`config.mk`:
```
export PLATFORM = sky130hd
export DESIGN_NAME = ulsr_line_status
export DESIGN_NICKNAME = d
export VERILOG_FILES = /design/src/logic/ulsr_pkg.sv /design/src/logic/ulsr_break_detect.sv /design/src/logic/ulsr_line_status.sv
export SDC_FILE = /design/constraint.sdc
export NUM_CORES = 1
export LEC_CHECK = 0
export BUFFER_PORTS_ARGS = -buffer_cell sky130_fd_sc_hd__buf_4
export CAP_MARGIN = 0
export CORE_MARGIN = 4
export CORE_UTILIZATION = 42
export DETAILED_ROUTE_END_ITERATION = 6
export PLACE_DENSITY_LB_ADDON = 0.15
export SYNTH_ARGS = -nofsm -noshare
export SYNTH_HDL_FRONTEND = slang
export SYNTH_SLANG_ARGS = --single-unit
```
`constraint.sdc`:
```
create_clock -name clock -period 2.4 [get_ports clock]
set_clock_uncertainty 0.1 [all_clocks]
set_input_delay 0.24 -clock clock [delete_from_list [all_inputs] [get_ports clock]]
set_output_delay 0.24 -clock clock [all_outputs]
set_load 0.01 [all_outputs]
```
`src/logic/ulsr_pkg.sv`:
```
// constants of the line status block: register map, field layout, reset values
package ulsr_pkg;
   // -----------------------------------------------------------------
   // register bus
   // -----------------------------------------------------------------
   localparam int          ADDR_W         = 4;
   localparam int          DATA_W         = 32;
   localparam logic [3:0]  LSR_OFS        = 4'h0;
   localparam logic [3:0]  CTRL_OFS       = 4'h4;
   localparam logic [1:0]  RESP_OKAY      = 2'h0;
   localparam logic [1:0]  RESP_SLVERR    = 2'h2;
   // -----------------------------------------------------------------
   // line status fields
   // -----------------------------------------------------------------
   localparam int          LSR_ERR_BIT    = 7;
   localparam int          LSR_TRANSMITTER_EMPTY_BIT   = 6;
   localparam int          LSR_TX_HOLDING_EMPTY_BIT   = 5;
   localparam int          LSR_BRK_BIT    = 4;
   localparam int          LSR_FRM_BIT    = 3;
   localparam int          LSR_PAR_BIT    = 2;
   localparam int          LSR_OVR_BIT    = 1;
   localparam int          LSR_RDY_BIT    = 0;
   localparam logic [7:0]  LSR_RESET      = 8'h60;
   // -----------------------------------------------------------------
   // control fields
   // -----------------------------------------------------------------
   localparam int          CTRL_FIFO_BIT  = 0;
   localparam int          CTRL_BRK_BIT   = 1;
   localparam int          CTRL_PAR_BIT   = 2;
   localparam int          CTRL_FMT_LSB   = 3;
   localparam int          CTRL_FMT_MSB   = 5;
   localparam logic [5:0]  CTRL_RESET     = 6'h00;
   // -----------------------------------------------------------------
   // character format and counters
   // -----------------------------------------------------------------
   localparam logic [3:0]  START_BITS     = 4'h1;
   localparam logic [3:0]  DATA_BASE      = 4'h5;
   localparam logic [3:0]  STOP_BASE      = 4'h1;
   localparam int          ERR_CNT_W      = 5;
   localparam logic [4:0]  ERR_CNT_ONE    = 5'h01;
   localparam logic [4:0]  ERR_CNT_ZERO   = 5'h00;
endpackage

```
`src/logic/ulsr_break_detect.sv`:
```
// break detector: line held low for longer than one character time
`timescale 1ns/10ps
module ulsr_break_detect (
   input  wire logic       clock,
   input  wire logic       rst,
   input  wire logic       rxLine,
   input  wire logic       rxBitTick,
   input  wire logic [2:0] charFormat,
   input  wire logic       parityEnable,
   output logic            breakPulse
);
   logic [3:0] lowCnt_ff;
   logic [3:0] nxt_lowCnt;
   logic       armed_ff;
   logic       nxt_armed;
   logic       pulse_ff;
   logic       nxt_pulse;
   logic [3:0] charBits;

   // -----------------------------------------------------------------
   // bit count of one character: start, data, parity, stop
   // -----------------------------------------------------------------
   always_comb begin
      charBits = ulsr_pkg::START_BITS + ulsr_pkg::DATA_BASE + {2'h0, charFormat[1:0]}
               + {3'h0, parityEnable} + ulsr_pkg::STOP_BASE + {3'h0, charFormat[2]};
   end

   // one pulse per break; rearmed only once the line returns high
   always_comb begin
      nxt_lowCnt = lowCnt_ff;
      nxt_armed  = armed_ff;
      nxt_pulse  = 1'b0;
      if (rxLine) begin
         nxt_lowCnt = 4'h0;
         nxt_armed  = 1'b1;
      end else if (rxBitTick && armed_ff) begin
         if (lowCnt_ff > charBits) begin
            nxt_pulse = 1'b1;
            nxt_armed = 1'b0;
            nxt_lowCnt = 4'h0;
         end else begin
            nxt_lowCnt = lowCnt_ff + 4'h1;
         end
      end
   end

   always_ff @(posedge clock) begin
      if (rst) begin
         lowCnt_ff <= 4'h0;
         armed_ff  <= 1'b0;
         pulse_ff  <= 1'b0;
      end else begin
         lowCnt_ff <= nxt_lowCnt;
         armed_ff  <= nxt_armed;
         pulse_ff  <= nxt_pulse;
      end
   end

   assign breakPulse = pulse_ff;
endmodule

```
`src/logic/ulsr_line_status.sv`:
```
// line status flags of the serial port with an AXI4-Lite register slave
`timescale 1ns/10ps
module ulsr_line_status (
   input  wire logic        clock,
   input  wire logic        rst,
   input  wire logic [3:0]  s_axi_awaddr,
   input  wire logic        s_axi_awvalid,
   output logic             s_axi_awready,
   input  wire logic [31:0] s_axi_wdata,
   input  wire logic [3:0]  s_axi_wstrb,
   input  wire logic        s_axi_wvalid,
   output logic             s_axi_wready,
   output logic [1:0]       s_axi_bresp,
   output logic             s_axi_bvalid,
   input  wire logic        s_axi_bready,
   input  wire logic [3:0]  s_axi_araddr,
   input  wire logic        s_axi_arvalid,
   output logic             s_axi_arready,
   output logic [31:0]      s_axi_rdata,
   output logic [1:0]       s_axi_rresp,
   output logic             s_axi_rvalid,
   input  wire logic        s_axi_rready,
   input  wire logic        rxLine,
   input  wire logic        rxBitTick,
   input  wire logic        rxCharDone,
   input  wire logic        rxCharParErr,
   input  wire logic        rxCharFrmErr,
   input  wire logic        rxFifoFull,
   input  wire logic        rxFifoLast,
   input  wire logic        rxBufRead,
   input  wire logic        rxHeadLoad,
   input  wire logic        rxHeadParErr,
   input  wire logic        rxHeadFrmErr,
   input  wire logic        rxHeadPop,
   input  wire logic        rxHeadErr,
   input  wire logic        txFifoEmpty,
   input  wire logic        txShiftEmpty,
   input  wire logic        txIdle,
   output logic             rxPush,
   output logic             rxPushParErr,
   output logic             rxPushFrmErr,
   output logic             fifoEnabled,
   output logic             txBreakCmd
);
   // -----------------------------------------------------------------
   // bus slave state
   // -----------------------------------------------------------------
   logic        awready_ff, nxt_awready, wready_ff, nxt_wready;
   logic        awHeld_ff, nxt_awHeld, wHeld_ff, nxt_wHeld;
   logic [3:0]  awAddr_ff, nxt_awAddr;
   logic [31:0] wData_ff, nxt_wData;
   logic [3:0]  wStrb_ff, nxt_wStrb;
   logic        bvalid_ff, nxt_bvalid, arready_ff, nxt_arready, rvalid_ff, nxt_rvalid;
   logic [1:0]  bresp_ff, nxt_bresp, rresp_ff, nxt_rresp;
   logic [31:0] rdata_ff, nxt_rdata;
   logic [5:0]  ctrl_ff, nxt_ctrl;
   logic        awTake, wTake, doWrite, arTake, lsrRead;
   // -----------------------------------------------------------------
   // flag state
   // -----------------------------------------------------------------
   logic        err_ff, nxt_err, transmitter_empty_ff, nxt_transmitter_empty, tx_holding_empty_ff, nxt_tx_holding_empty;
   logic        brk_ff, nxt_brk, frm_ff, nxt_frm, par_ff, nxt_par;
   logic        ovr_ff, nxt_ovr, rdy_ff, nxt_rdy;
   logic        push_ff, nxt_push, pushPar_ff, nxt_pushPar, pushFrm_ff, nxt_pushFrm;
   logic [4:0]  errCnt_ff, nxt_errCnt;
   logic        breakPulse, fifoOn, brkCmd, rxEvent, rxDrop;
   logic [7:0]  lsrVec;

   assign fifoOn = ctrl_ff[ulsr_pkg::CTRL_FIFO_BIT];
   assign brkCmd = ctrl_ff[ulsr_pkg::CTRL_BRK_BIT];

   ulsr_break_detect u_break (
      .clock        (clock),
      .rst          (rst),
      .rxLine       (rxLine),
      .rxBitTick    (rxBitTick),
      .charFormat   (ctrl_ff[ulsr_pkg::CTRL_FMT_MSB:ulsr_pkg::CTRL_FMT_LSB]),
      .parityEnable (ctrl_ff[ulsr_pkg::CTRL_PAR_BIT]),
      .breakPulse   (breakPulse)
   );

   // -----------------------------------------------------------------
   // AXI4-Lite slave
   // -----------------------------------------------------------------
   always_comb begin
      awTake      = s_axi_awvalid && awready_ff;
      wTake       = s_axi_wvalid && wready_ff;
      doWrite     = awHeld_ff && wHeld_ff && !bvalid_ff;
      arTake      = s_axi_arvalid && arready_ff;
      lsrRead     = arTake && (s_axi_araddr == ulsr_pkg::LSR_OFS);
      nxt_awAddr  = awTake ? s_axi_awaddr : awAddr_ff;
      nxt_wData   = wTake ? s_axi_wdata : wData_ff;
      nxt_wStrb   = wTake ? s_axi_wstrb : wStrb_ff;
      nxt_awHeld  = (awHeld_ff && !doWrite) || awTake;
      nxt_wHeld   = (wHeld_ff && !doWrite) || wTake;
      nxt_bvalid  = doWrite || (bvalid_ff && !s_axi_bready);
      nxt_awready = !nxt_awHeld && !nxt_bvalid;
      nxt_wready  = !nxt_wHeld && !nxt_bvalid;
      nxt_bresp   = bresp_ff;
      nxt_ctrl    = ctrl_ff;
      if (doWrite) begin
         // status is read-only: a write to it is refused with an error
         if (awAddr_ff == ulsr_pkg::CTRL_OFS) begin
            nxt_bresp = ulsr_pkg::RESP_OKAY;
            if (wStrb_ff[0]) begin
               nxt_ctrl = wData_ff[5:0];
            end
         end else begin
            nxt_bresp = ulsr_pkg::RESP_SLVERR;
         end
      end
      nxt_rvalid  = arTake || (rvalid_ff && !s_axi_rready);
      nxt_arready = !nxt_rvalid;
      nxt_rdata   = rdata_ff;
      nxt_rresp   = rresp_ff;
      if (arTake) begin
         nxt_rresp = ulsr_pkg::RESP_OKAY;
         nxt_rdata = 32'h0000_0000;
         if (lsrRead) begin
            nxt_rdata[7:0] = lsrVec;
         end else if (s_axi_araddr == ulsr_pkg::CTRL_OFS) begin
            nxt_rdata[5:0] = ctrl_ff;
         end else begin
            nxt_rresp = ulsr_pkg::RESP_SLVERR;
         end
      end
   end

   always_ff @(posedge clock) begin
      if (rst) begin
         awready_ff <= 1'b0;
         wready_ff  <= 1'b0;
         awHeld_ff  <= 1'b0;
         wHeld_ff   <= 1'b0;
         awAddr_ff  <= 4'h0;
         wData_ff   <= 32'h0000_0000;
         wStrb_ff   <= 4'h0;
         bvalid_ff  <= 1'b0;
         bresp_ff   <= ulsr_pkg::RESP_OKAY;
         arready_ff <= 1'b0;
         rvalid_ff  <= 1'b0;
         rresp_ff   <= ulsr_pkg::RESP_OKAY;
         rdata_ff   <= 32'h0000_0000;
         ctrl_ff    <= ulsr_pkg::CTRL_RESET;
      end else begin
         awready_ff <= nxt_awready;
         wready_ff  <= nxt_wready;
         awHeld_ff  <= nxt_awHeld;
         wHeld_ff   <= nxt_wHeld;
         awAddr_ff  <= nxt_awAddr;
         wData_ff   <= nxt_wData;
         wStrb_ff   <= nxt_wStrb;
         bvalid_ff  <= nxt_bvalid;
         bresp_ff   <= nxt_bresp;
         arready_ff <= nxt_arready;
         rvalid_ff  <= nxt_rvalid;
         rresp_ff   <= nxt_rresp;
         rdata_ff   <= nxt_rdata;
         ctrl_ff    <= nxt_ctrl;
      end
   end

   // -----------------------------------------------------------------
   // receive side: storing, error counting, flags
   // -----------------------------------------------------------------
   always_comb begin
      rxEvent     = rxCharDone || (fifoOn && breakPulse);
      rxDrop      = fifoOn && rxFifoFull;
      nxt_push    = rxEvent && !rxDrop;
      // with the FIFO enabled, a break queues a single null character carrying a framing error
      nxt_pushFrm = rxCharDone ? rxCharFrmErr : breakPulse;
      nxt_pushPar = rxCharDone && rxCharParErr;
      nxt_errCnt  = errCnt_ff;
      if (!fifoOn) begin
         nxt_errCnt = ulsr_pkg::ERR_CNT_ZERO;
      end else if (nxt_push && (nxt_pushFrm || nxt_pushPar) && !(rxHeadPop && rxHeadErr)) begin
         nxt_errCnt = errCnt_ff + ulsr_pkg::ERR_CNT_ONE;
      end else if (!(nxt_push && (nxt_pushFrm || nxt_pushPar)) && rxHeadPop && rxHeadErr
                   && errCnt_ff != ulsr_pkg::ERR_CNT_ZERO) begin
         nxt_errCnt = errCnt_ff - ulsr_pkg::ERR_CNT_ONE;
      end
      // each flag: the set term is applied after the clear so it wins
      nxt_err = fifoOn && ((err_ff && !lsrRead) || errCnt_ff != ulsr_pkg::ERR_CNT_ZERO);
      nxt_brk = (brk_ff && !lsrRead) || breakPulse;
      nxt_frm = (frm_ff && !lsrRead) || (rxHeadLoad && rxHeadFrmErr)
              || (!fifoOn && breakPulse);
      nxt_par = (par_ff && !lsrRead) || (rxHeadLoad && rxHeadParErr);
      nxt_ovr = (ovr_ff && !lsrRead)
              || (rxCharDone && !fifoOn && rdy_ff && !rxBufRead)
              || (rxCharDone && rxDrop);
      nxt_rdy = (rdy_ff && !(rxBufRead && (!fifoOn || rxFifoLast)))
              || (rxEvent && !rxDrop);
      // transmitter flags held low for as long as a break is commanded
      nxt_tx_holding_empty = txFifoEmpty && !brkCmd;
      nxt_transmitter_empty = txFifoEmpty && txShiftEmpty && txIdle && !brkCmd;
   end

   always_ff @(posedge clock) begin
      if (rst) begin
         err_ff     <= ulsr_pkg::LSR_RESET[ulsr_pkg::LSR_ERR_BIT];
         transmitter_empty_ff    <= ulsr_pkg::LSR_RESET[ulsr_pkg::LSR_TRANSMITTER_EMPTY_BIT];
         tx_holding_empty_ff    <= ulsr_pkg::LSR_RESET[ulsr_pkg::LSR_TX_HOLDING_EMPTY_BIT];
         brk_ff     <= ulsr_pkg::LSR_RESET[ulsr_pkg::LSR_BRK_BIT];
         frm_ff     <= ulsr_pkg::LSR_RESET[ulsr_pkg::LSR_FRM_BIT];
         par_ff     <= ulsr_pkg::LSR_RESET[ulsr_pkg::LSR_PAR_BIT];
         ovr_ff     <= ulsr_pkg::LSR_RESET[ulsr_pkg::LSR_OVR_BIT];
         rdy_ff     <= ulsr_pkg::LSR_RESET[ulsr_pkg::LSR_RDY_BIT];
         errCnt_ff  <= ulsr_pkg::ERR_CNT_ZERO;
         push_ff    <= 1'b0;
         pushPar_ff <= 1'b0;
         pushFrm_ff <= 1'b0;
      end else begin
         err_ff     <= nxt_err;
         transmitter_empty_ff    <= nxt_transmitter_empty;
         tx_holding_empty_ff    <= nxt_tx_holding_empty;
         brk_ff     <= nxt_brk;
         frm_ff     <= nxt_frm;
         par_ff     <= nxt_par;
         ovr_ff     <= nxt_ovr;
         rdy_ff     <= nxt_rdy;
         errCnt_ff  <= nxt_errCnt;
         push_ff    <= nxt_push;
         pushPar_ff <= nxt_push && nxt_pushPar;
         pushFrm_ff <= nxt_push && nxt_pushFrm;
      end
   end

   always_comb begin
      lsrVec = {err_ff, transmitter_empty_ff, tx_holding_empty_ff, brk_ff, frm_ff, par_ff, ovr_ff, rdy_ff};
   end

   // -----------------------------------------------------------------
   // outputs
   // -----------------------------------------------------------------
   assign s_axi_awready = awready_ff;
   assign s_axi_wready  = wready_ff;
   assign s_axi_bvalid  = bvalid_ff;
   assign s_axi_bresp   = bresp_ff;
   assign s_axi_arready = arready_ff;
   assign s_axi_rvalid  = rvalid_ff;
   assign s_axi_rresp   = rresp_ff;
   assign s_axi_rdata   = rdata_ff;
   assign rxPush        = push_ff;
   assign rxPushParErr  = pushPar_ff;
   assign rxPushFrmErr  = pushFrm_ff;
   assign fifoEnabled   = ctrl_ff[ulsr_pkg::CTRL_FIFO_BIT];
   assign txBreakCmd    = ctrl_ff[ulsr_pkg::CTRL_BRK_BIT];
endmodule

```
==> results of run 1 <==
## worst min path at each step
stage                                         start                            end  slack (ns)
final                                        rxLine  u_break.breakPulse$_SDFF_PP0_        0.03
after global routing                         rxLine  u_break.breakPulse$_SDFF_PP0_        0.02
after CTS                                    rxLine  u_break.breakPulse$_SDFF_PP0_        0.01
after detailed placement   wData_ff[3]$_SDFFE_PP0P_       wData_ff[3]$_SDFFE_PP0P_        0.35
after global placement    awAddr_ff[2]$_SDFFE_PP0P_      awAddr_ff[2]$_SDFFE_PP0P_        0.34
after floorplan                              rxLine  u_break.breakPulse$_SDFF_PP0_        0.22
## layer usage
layer  part of all wire  vias up
met2               0.45       58
met5                  0        -
li1                   -     1075
met1               0.46      939
met3              0.070        7
met4              0.014        0
## sequential cells by signal, indices dropped and copies added (netlist names), 4 cells and up
name and cells:
ctrl_ff 6, errCnt_ff 5, u_break.lowCnt_ff 4, s_axi_rdata 8, wData_ff 6, awAddr_ff 4
## synth_stat cells, drive strengths merged
library cell	count	area, µm²
nand2b	3	18.8
nor3b	2	20.0
o21ai	6	30.0
nor2	33	124
conb	1	3.75
a221oi	6	52.6
nand2	23	86.3
clkbuf	9	33.8
a221o	1	10.0
a2bb2oi	1	15.0
and4b	1	10.0
a21oi	21	105
a41o	1	10.0
ha	11	138
xor2	2	17.5
and3	1	6.26
nand3b	1	7.51
a21boi	1	7.51
nor3	13	76.3
and4	1	8.76
or4	1	11.3
a22oi	6	45.0
nor4	1	6.26
mux2i	8	83.8
fa	2	40.0
and2	5	31.3
buf	27	200
dfxtp	56	1120
inv	10	37.5
nor2b	3	18.8
nand3	14	70.1
a31o	1	8.76
or3	2	22.5
xnor2	6	52.6
a211oi	3	22.5
a222oi	1	10.0
a32oi	1	16.3
o2111a	1	11.3
a21o	3	22.5
## kinds of logic after synthesis
group	synth area share
AND/OR/NAND/NOR	0.198
flip-flops	0.429
AO/OA/AOI/OAI	0.140
buffers and inverters	0.104
adder cells (fa/ha/maj)	0.0680
XOR/XNOR	0.0268
multiplexers	0.0321
other	0.00144
## power by group
group / total, W / switching, W / internal (W)
Clock: 0.000634 / 0.000319 / 0.000315
Sequential: 0.000989 / 0.0000239 / 0.000965
Combinational: 0.000220 / 0.000115 / 0.000105
## stage by stage
step / worst slack [ns] / setup TNS (ns)
after global routing: -0.292 / -1.50
after CTS: -0.174 / -0.792
after floorplan: -0.0956 / -0.407
after global placement: -0.202 / -1.09
final: -0.179 / -0.847
after detailed placement: -0.202 / -1.14
## area by class of cell
cell class              instances  area [µm²]  share of cell area
clock inverters                 3        46.3              0.0142
repair buffers                 67         503               0.154
inverters                      10        37.5              0.0115
flip-flops and latches         56        1120               0.345
multi-input cells             212        1380               0.425
clock buffers                   5        68.8              0.0211
well taps                      75        93.8              0.0288
## worst max-delay path: cells and delay by family (launching register included)
kind	cells	cell delay, ns
flops	1	0.34
buf+inv	3	0.14
compound gates	3	0.57
xor+xnor	1	0.15
simple gates	2	0.19
fa+ha+maj	4	0.97
## timing repair
action                                  in CTS  in global routing
resized for setup                           10                  2
endpoints found under the setup margin       6                  6
pin swaps                                    7                  7
==> flow_summary.json, run 1 <==
{
  "outcome": "finished with violations",
  "violations": "negative setup slack",
  "fin_nets": 432,
  "drive_gt1_frac": 0.286,
  "endpoint": "u_break.armed_ff$_SDFFE_PP0P_",
  "slew_viol_final": 0,
  "ys_types": 46,
  "ys_ff_latch": 56,
  "cts.sinks": 56,
  "rsz0062_at_grt": "yes",
  "gp_congestion": 0.783,
  "core_mm2": 0.00599,
  "cts_setup_buffers": 0,
  "start_util": 0.436,
  "clk_pin_slew_ns": 0.10,
  "die_h_um": 86.9,
  "placedCellCount": 420,
  "worst_slack_ns": -0.179,
  "post-route-drc-count": 0,
  "synth_area_mm2": 0.00261,
  "total_power_w": 0.00184,
  "whs_ns": 0.0288,
  "syn_avg_cell_area_um2": 9.04,
  "numPortBuffers": 57,
  "end_kind": "register",
  "p_per_area_mw_per_mm2": 566,
  "cts_tree": "done",
  "hold_path.class": "input port to register",
  "tightest_slew_ns": 0.495,
  "fin_crit_sh": 1.07,
  "grt_pass1_vias": 1997,
  "final_cells": 428,
  "grt_pass1_wl_um": 8910,
  "clk_latency_ns": 0.31,
  "clock.fmax_ghz": 0.388,
  "grt_start_max_net_pins": 44,
  "area_growth_pct": 24.7,
  "met2_usage": 0.239,
  "final_antenna_net_count": 0,
  "layout_common_cells": "buf_4 (67), dfxtp_1 (54), nor2_1 (32), conb_1 (26), nand2_1 (22)",
  "grt_util_met3": 0.0360,
  "die_w_um": 86.9,
  "critPathMaxStageDelay_ns": 0.38,
  "worst-endpoint-arrival_ns": 2.68,
  "num_antenna_cells": 0,
  "rows": 28,
  "timing.final.crit_period_ns": 2.58,
  "seq_area_frac_synth": 0.429,
  "reg2reg_depth": 13,
  "critPathMostFrequentCell": "inv_2",
  "reg2reg_slack_ns": -0.18,
  "cts_hold_buffers": 0,
  "setup_viol": 6,
  "design_area_mm2": 0.00326,
  "drt_pre_antenna_iters": 4,
  "min_path_cells": 2,
  "utilization": 0.544,
  "crit_required_ns": 2.50,
  "critical_path_class": "register to register",
  "relSlewSlack": 0.668,
  "ios": 113,
  "drt-initial-drc-count": 78,
  "cap_violations": 0,
  "viasPerCell": 4.86,
  "postSynthCellCount": 289,
  "p_leak_nw": 1.41,
  "r2r_end": "u_break.armed_ff$_SDFFE_PP0P_",
  "antenna_found_initial": 0,
  "startpoint": "ctrl_ff[5]$_SDFFE_PP0P_",
  "dr_total_vias": 2079,
  "wl_per_cell_um": 12.6,
  "grt_busiest_layer": "met2",
  "gr-total-overflow": 0,
  "cp-start-kind": "register",
  "use_met1": 0.189,
  "place_area_mm2": 0.00308,
  "cp_cell_sequence": "inv_2 -> ha_4 -> inv_2 -> ha_4 -> inv_2 -> fa_2 -> xnor2_2 -> ha_1 -> and2_4 -> o21ai_2 -> a221o_1 -> a21oi_2 -> nor2_1",
  "clock_path_buffers": 2,
  "grt_usage": 0.147,
  "final_common_cell": "buf_4",
  "hpwl_um": 4000,
  "yosys_warnings": 0,
  "fillCellCount": 588,
  "hold_viol": 0,
  "routed_wl_um": 5380,
  "cp_slowest_cell": "a221o_1",
  "htree_levels": 2,
  "ir_drop_mv": 0.274,
  "reg2reg_from": "ctrl_ff[5]$_SDFFE_PP0P_",
  "die_area_mm2": 0.00755,
  "clockRootBuffer": "clkbuf_8",
  "cts_buffers": 5,
  "worstPathMaxFanout": 3
}
Power figures use the tool's default switching activity.
==> inputs of run 2 (changes only) <==
--- a/config.mk
+++ b/config.mk
@@ -13,4 +13,5 @@
 export PLACE_DENSITY_LB_ADDON = 0.15
 export SYNTH_ARGS = -nofsm -noshare
 export SYNTH_HDL_FRONTEND = slang
+export SYNTH_HIERARCHICAL = 1
 export SYNTH_SLANG_ARGS = --single-unit
==> flow_summary.json, run 2 <==
{
  "relSlewSlack": 0.590,
  "endpoint": "u_break/lowCnt_ff[3]$_SDFFE_PP0P_",
  "cts_buffers": 5,
  "seq_area_frac_synth": 0.415,
  "cts_tree": "done",
  "antenna_found_initial": 0,
  "cts.sinks": 56,
  "rows": 28,
  "cp-start-kind": "register",
  "grt_usage": 0.147,
  "die_h_um": 88.2,
  "fin_crit_sh": 1.04,
  "timing.final.crit_period_ns": 2.49,
  "hold_viol": 0,
  "ios": 113,
  "r2r_end": "u_break/lowCnt_ff[3]$_SDFFE_PP0P_",
  "ir_drop_mv": 0.341,
  "drive_gt1_frac": 0.334,
  "synth-main-ff-cell": "dfxtp_1",
  "largest_register_ffs": 8,
  "grt_pass1_wl_um": 9190,
  "final_antenna_net_count": 0,
  "drt_pre_antenna_iters": 4,
  "outcome": "finished with violations",
  "clock.fmax_ghz": 0.402,
  "synth-compound-area-share": 0.158,
  "drt-initial-drc-count": 103,
  "hpwl_um": 4360,
  "p_leak_nw": 1.47,
  "worstPathMaxFanout": 4,
  "crit_required_ns": 2.48,
  "rsz0062_at_grt": "yes",
  "multi_input_area_mm2": 0.00153,
  "reg2reg_slack_ns": -0.09,
  "start_util": 0.443,
  "fin_nets": 447,
  "muxShareOfSynthArea": 0.0259,
  "regArea_mm2": 0.00113,
  "yosysMostFrequentCell": "dfxtp_1",
  "startpoint": "ctrl_ff[2]$_SDFFE_PP0P_",
  "num_antenna_cells": 0,
  "end_kind": "register",
  "preCtsSetupSlack_ns": -0.150,
  "clockRootBuffer": "clkbuf_8",
  "htree_levels": 2,
  "violations": "negative setup slack",
  "die_w_um": 88.2,
  "post-route-drc-count": 0,
  "synth.largest_area_cell": "dfxtp_1",
  "slew_viol_final": 0,
  "synth_fa_ha_area_frac": 0.0658,
  "area_growth_pct": 27.9,
  "reg2reg_from": "ctrl_ff[2]$_SDFFE_PP0P_",
  "yosys_warnings": 6,
  "gp_congestion": 0.750,
  "tightest_slew_ns": 0.613,
  "synth_edf_count": 0,
  "synth_top_area_share": 0.415,
  "synth_area_mm2": 0.00270,
  "layout_common_cells": "buf_4 (73), dfxtp_1 (52), nor2_1 (26), conb_1 (26)",
  "cap_violations": 0,
  "yosys-top-cells-count": "dfxtp_1 (56), buf_4 (27), nor2_1 (26)",
  "ys_ff_latch": 56,
  "fillCellCount": 572,
  "setup_viol": 6,
  "synth-simple-area-share": 0.211,
  "final_cells": 443,
  "clk_latency_ns": 0.31,
  "syn_avg_cell_area_um2": 9.13,
  "critical_path_class": "register to register",
  "wl_per_cell_um": 13.2,
  "viasPerCell": 4.99,
  "p_per_area_mw_per_mm2": 508,
  "die_area_mm2": 0.00778,
  "gr-total-overflow": 0,
  "ys_types": 50,
  "grt_pass1_vias": 2057,
  "reg2reg_depth": 12,
  "worst-endpoint-arrival_ns": 2.57,
  "hold_path.class": "input port to register",
  "clk_pin_slew_ns": 0.10,
  "synthArstFlopShare": 0,
  "synth_area_leaders": "dfxtp_1 (42%), buf_4 (7.5%), ha_1 (5.1%)",
  "grt_start_max_net_pins": 49,
  "core_mm2": 0.00610,
  "placedCellCount": 431,
  "clock_path_buffers": 2,
  "routed_wl_um": 5840,
  "postSynthCellCount": 296,
  "worst_slack_ns": -0.0870,
  "final_common_cell": "buf_4",
  "synth-xor-area-share": 0.0195,
  "synth_top_family_by_area": "simple AND/OR/NAND/NOR gates",
  "numPortBuffers": 57,
  "dr_total_vias": 2212
}
## run 2: cell families after synthesis
logic type,count (synthesis)
fa+ha+maj,13
compound gates,63
other cells,1
xor+xnor,6
simple gates,103
flops,56
buf+inv,47
mux,7
## run 2: report_power, final
part,total (W),internal [W],leakage (nW),switching [W]
Clock,0.000527,0.000210,0.0485,0.000317
Sequential,0.000989,0.000965,0.459,0.0000242
Combinational,0.000240,0.000112,0.960,0.000128
Total,0.00176,0.00129,1.47,0.000469
## run 2: worst min-delay path by stage
stage | start | to | slack (ns) | cells past startpoint
after floorplan | rxLine | u_break/breakPulse$_SDFF_PP0_ | 0.21 | 1
after global placement | awHeld_ff$_SDFF_PP0_ | s_axi_awready$_SDFF_PP0_ | 0.33 | 1
after detailed placement | awHeld_ff$_SDFF_PP0_ | s_axi_awready$_SDFF_PP0_ | 0.34 | 1
after CTS | rxLine | u_break/breakPulse$_SDFF_PP0_ | 0.03 | 2
after global routing | txFifoEmpty | tx_holding_empty_ff$_SDFF_PP1_ | 0.06 | 2
final | txFifoEmpty | tx_holding_empty_ff$_SDFF_PP1_ | 0.05 | 2
## run 2: stage by stage
stage,hold WS (ns),TNS (ns),util,instance area [µm²],total power [W]
detailed placement,0.335,-0.822,0.526,3210,0.00125
finish,0.0488,-0.376,0.567,3450,0.00176
global route,0.0603,-0.985,0.567,3450,0.00184
global placement,0.335,-0.462,0.526,3210,0.00124
CTS,0.0341,-0.306,0.547,3330,0.00177
floorplan,0.209,-0.124,-,2830,0.00116
## run 2: critical path, cell delays in order (launching register included)
cell,delay (ns)
dfxtp_2,0.35
inv_2,0.05
ha_4,0.25
inv_2,0.03
ha_4,0.15
inv_2,0.04
fa_2,0.44
ha_4,0.28
nor2b_4,0.15
o211ai_4,0.11
a21oi_4,0.24
buf_4,0.15
nor4_2,0.03
## run 2: timing repair
action | in CTS | in global routing
gates resized for setup | 7 | 13
endpoints found under the setup margin | 7 | 8
pin swaps | 9 | 9
hold buffers | 0 | 0
buffers inserted | 1 | 3
## run 2: routing by layer
metal / global-route usage / part of all wire / vias up
li1: - / - / 1136
met1: 0.200 / 0.46 / 1018
met2: 0.238 / 0.47 / 54
met3: 0.0320 / 0.063 / 4
met4: 0.0371 / 0.0074 / 0
met5: 0 / 0 / -
## run 2: final cells by class
| class | count | share of cell area |
|---|---|---|
| Multi-Input combinational cell | 218 | 0.443 |
| Sequential cell | 56 | 0.326 |
| Timing Repair Buffer | 74 | 0.164 |
| Tap cell | 75 | 0.0272 |
| Clock buffer | 5 | 0.0199 |
| Inverter | 12 | 0.0130 |
| Clock inverter | 3 | 0.00652 |
==> inputs of run 3 (changes only) <==
--- a/config.mk
+++ b/config.mk
@@ -10,7 +10,8 @@
 export CORE_MARGIN = 4
 export CORE_UTILIZATION = 42
 export DETAILED_ROUTE_END_ITERATION = 6
-export PLACE_DENSITY_LB_ADDON = 0.15
+export PLACE_DENSITY = 0.77
+export SETUP_SLACK_MARGIN = 0.3
 export SYNTH_ARGS = -nofsm -noshare
 export SYNTH_HDL_FRONTEND = slang
 export SYNTH_HIERARCHICAL = 1
==> flow_summary.json, run 3 (synthesis gave the netlist of run 2 again) <==
{
  "critical_path_class": "register to register",
  "outcome": "finished with violations",
  "place_area_mm2": 0.00322,
  "clk_pin_slew_ns": 0.11,
  "final_antenna_net_count": 0,
  "fin_nets": 446,
  "start_util": 0.443,
  "final_cells": 442,
  "largest_register_ffs": 8,
  "gr-total-overflow": 0,
  "worst-endpoint-arrival_ns": 2.61,
  "cp_slowest_cell": "fa_2",
  "fin_crit_sh": 1.03,
  "clk_latency_ns": 0.32,
  "ir_drop_mv": 0.341,
  "whs_ns": 0.0382,
  "wl_per_cell_um": 13.0,
  "fillCellCount": 564,
  "p_per_area_mw_per_mm2": 524,
  "layout_common_cells": "buf_4 (73), dfxtp_1 (52), nor2_1 (26), conb_1 (26), a21oi_1 (21)",
  "rsz0062_at_grt": "yes",
  "clock_path_buffers": 2,
  "grt_busiest_layer": "met2",
  "cap_violations": 0,
  "num_antenna_cells": 0,
  "grt_pass1_wl_um": 9510,
  "drive_gt1_frac": 0.313,
  "area_growth_pct": 24.5,
  "end_kind": "register",
  "grt_pass1_vias": 2118,
  "rows": 28,
  "ios": 113,
  "worst_slack_ns": -0.0835,
  "cp_cell_sequence": "inv_2 -> ha_4 -> inv_2 -> ha_4 -> inv_2 -> fa_2 -> ha_4 -> nor2b_4 -> o211ai_2 -> a21oi_4 -> nor4_1",
  "timing.final.crit_period_ns": 2.48,
  "slew_viol_final": 0,
  "grt_usage": 0.153,
  "cts.sinks": 56,
  "hpwl_um": 4460,
  "placedCellCount": 432,
  "tns_ns": -0.218,
  "dr_total_vias": 2230,
  "numPortBuffers": 57,
  "reg2reg_depth": 11,
  "setup_viol": 4,
  "final_common_cell": "buf_4",
  "hold_viol": 0,
  "die_w_um": 88.2,
  "core_mm2": 0.00610,
  "die_area_mm2": 0.00778,
  "met2_usage": 0.256,
  "use_met1": 0.194,
  "cp-start-kind": "register",
  "routed_wl_um": 5760,
  "htree_levels": 2,
  "relSlewSlack": 0.630,
  "drt-initial-drc-count": 110,
  "clockRootBuffer": "clkbuf_8",
  "viasPerCell": 5.05,
  "critPathMaxStageDelay_ns": 0.55,
  "grt_util_met3": 0.0320,
  "cts_buffers": 5,
  "hold_path.class": "input port to register",
  "antenna_found_initial": 0,
  "drt_pre_antenna_iters": 6,
  "post-route-drc-count": 0,
  "violations": "negative setup slack",
  "utilization": 0.552,
  "worstPathMaxFanout": 5,
  "cts_tree": "done",
  "tightest_slew_ns": 0.554,
  "grt_start_max_net_pins": 49,
  "gp_congestion": 0.783,
  "design_area_mm2": 0.00336,
  "clock.fmax_ghz": 0.403,
  "die_h_um": 88.2,
  "min_path_cells": 2,
  "p_leak_nw": 1.44,
  "crit_required_ns": 2.53
}
## run 3: changes by cell type in the layout (fill, tap and decap cells not counted), sizes merged
cell | before | now
clkinvlp | 0 | 2
buf | 74 | 73
clkinv | 2 | 1
inv | 13 | 12
## run 3: final cells by class
type,count,area [µm²],area share
clock inverter,3,23.8,0.00707
timing repair buffer,73,548,0.163
inverter,12,45.0,0.0134
multi-input combinational,218,1460,0.433
tap,75,93.8,0.0279
clock buffer,5,68.8,0.0205
sequential,56,1130,0.335
## run 3: report_power, final
group / switching (W) / internal (W)
clock network: 0.000322 / 0.000207
registers: 0.0000243 / 0.000965
logic: 0.000127 / 0.000115
total: 0.000473 / 0.00129
## run 3: worst max-delay path, delay by kind of cell, from the launching register on
family          cells  cell delay [ns]
flops               1             0.35
compound gates      2             0.31
fa+ha+maj           4             1.10
simple gates        2             0.38
buf+inv             3             0.15
## run 3: worst paths after layout
check | from | endpoint | slack (ns)
max | ctrl_ff[3]$_SDFFE_PP0P_ | u_break/lowCnt_ff[1]$_SDFFE_PP0P_ | -0.08
min | rxLine | u_break/breakPulse$_SDFF_PP0_ | 0.04
max reg2reg | ctrl_ff[3]$_SDFFE_PP0P_ | u_break/lowCnt_ff[1]$_SDFFE_PP0P_ | -0.08
min reg2reg | awHeld_ff$_SDFF_PP0_ | s_axi_awready$_SDFF_PP0_ | 0.35
## run 3: per-stage QoR
step	total power, W	setup slack, ns
global route	0.00185	-0.155
finish	0.00176	-0.0835
floorplan	0.00117	-0.0744
CTS	0.00177	-0.0892
global placement	0.00124	-0.0793
detailed placement	0.00125	-0.143
## run 3: per-layer routing
layer,share of wire,up-vias
met4,0.022,0
li1,-,1129
met5,0,-
met1,0.42,1028
met2,0.50,62
met3,0.059,11
## run 3: what timing repair did
| item | 4_1_cts | 5_1_grt |
|---|---|---|
| setup endpoints to repair | 8 | 9 |
| pin swaps | 9 | 2 |
| hold endpoints to repair | 0 | 0 |
| buffers inserted | 1 | 1 |
| resized for setup | 3 | 2 |
| hold buffers | 0 | 0 |
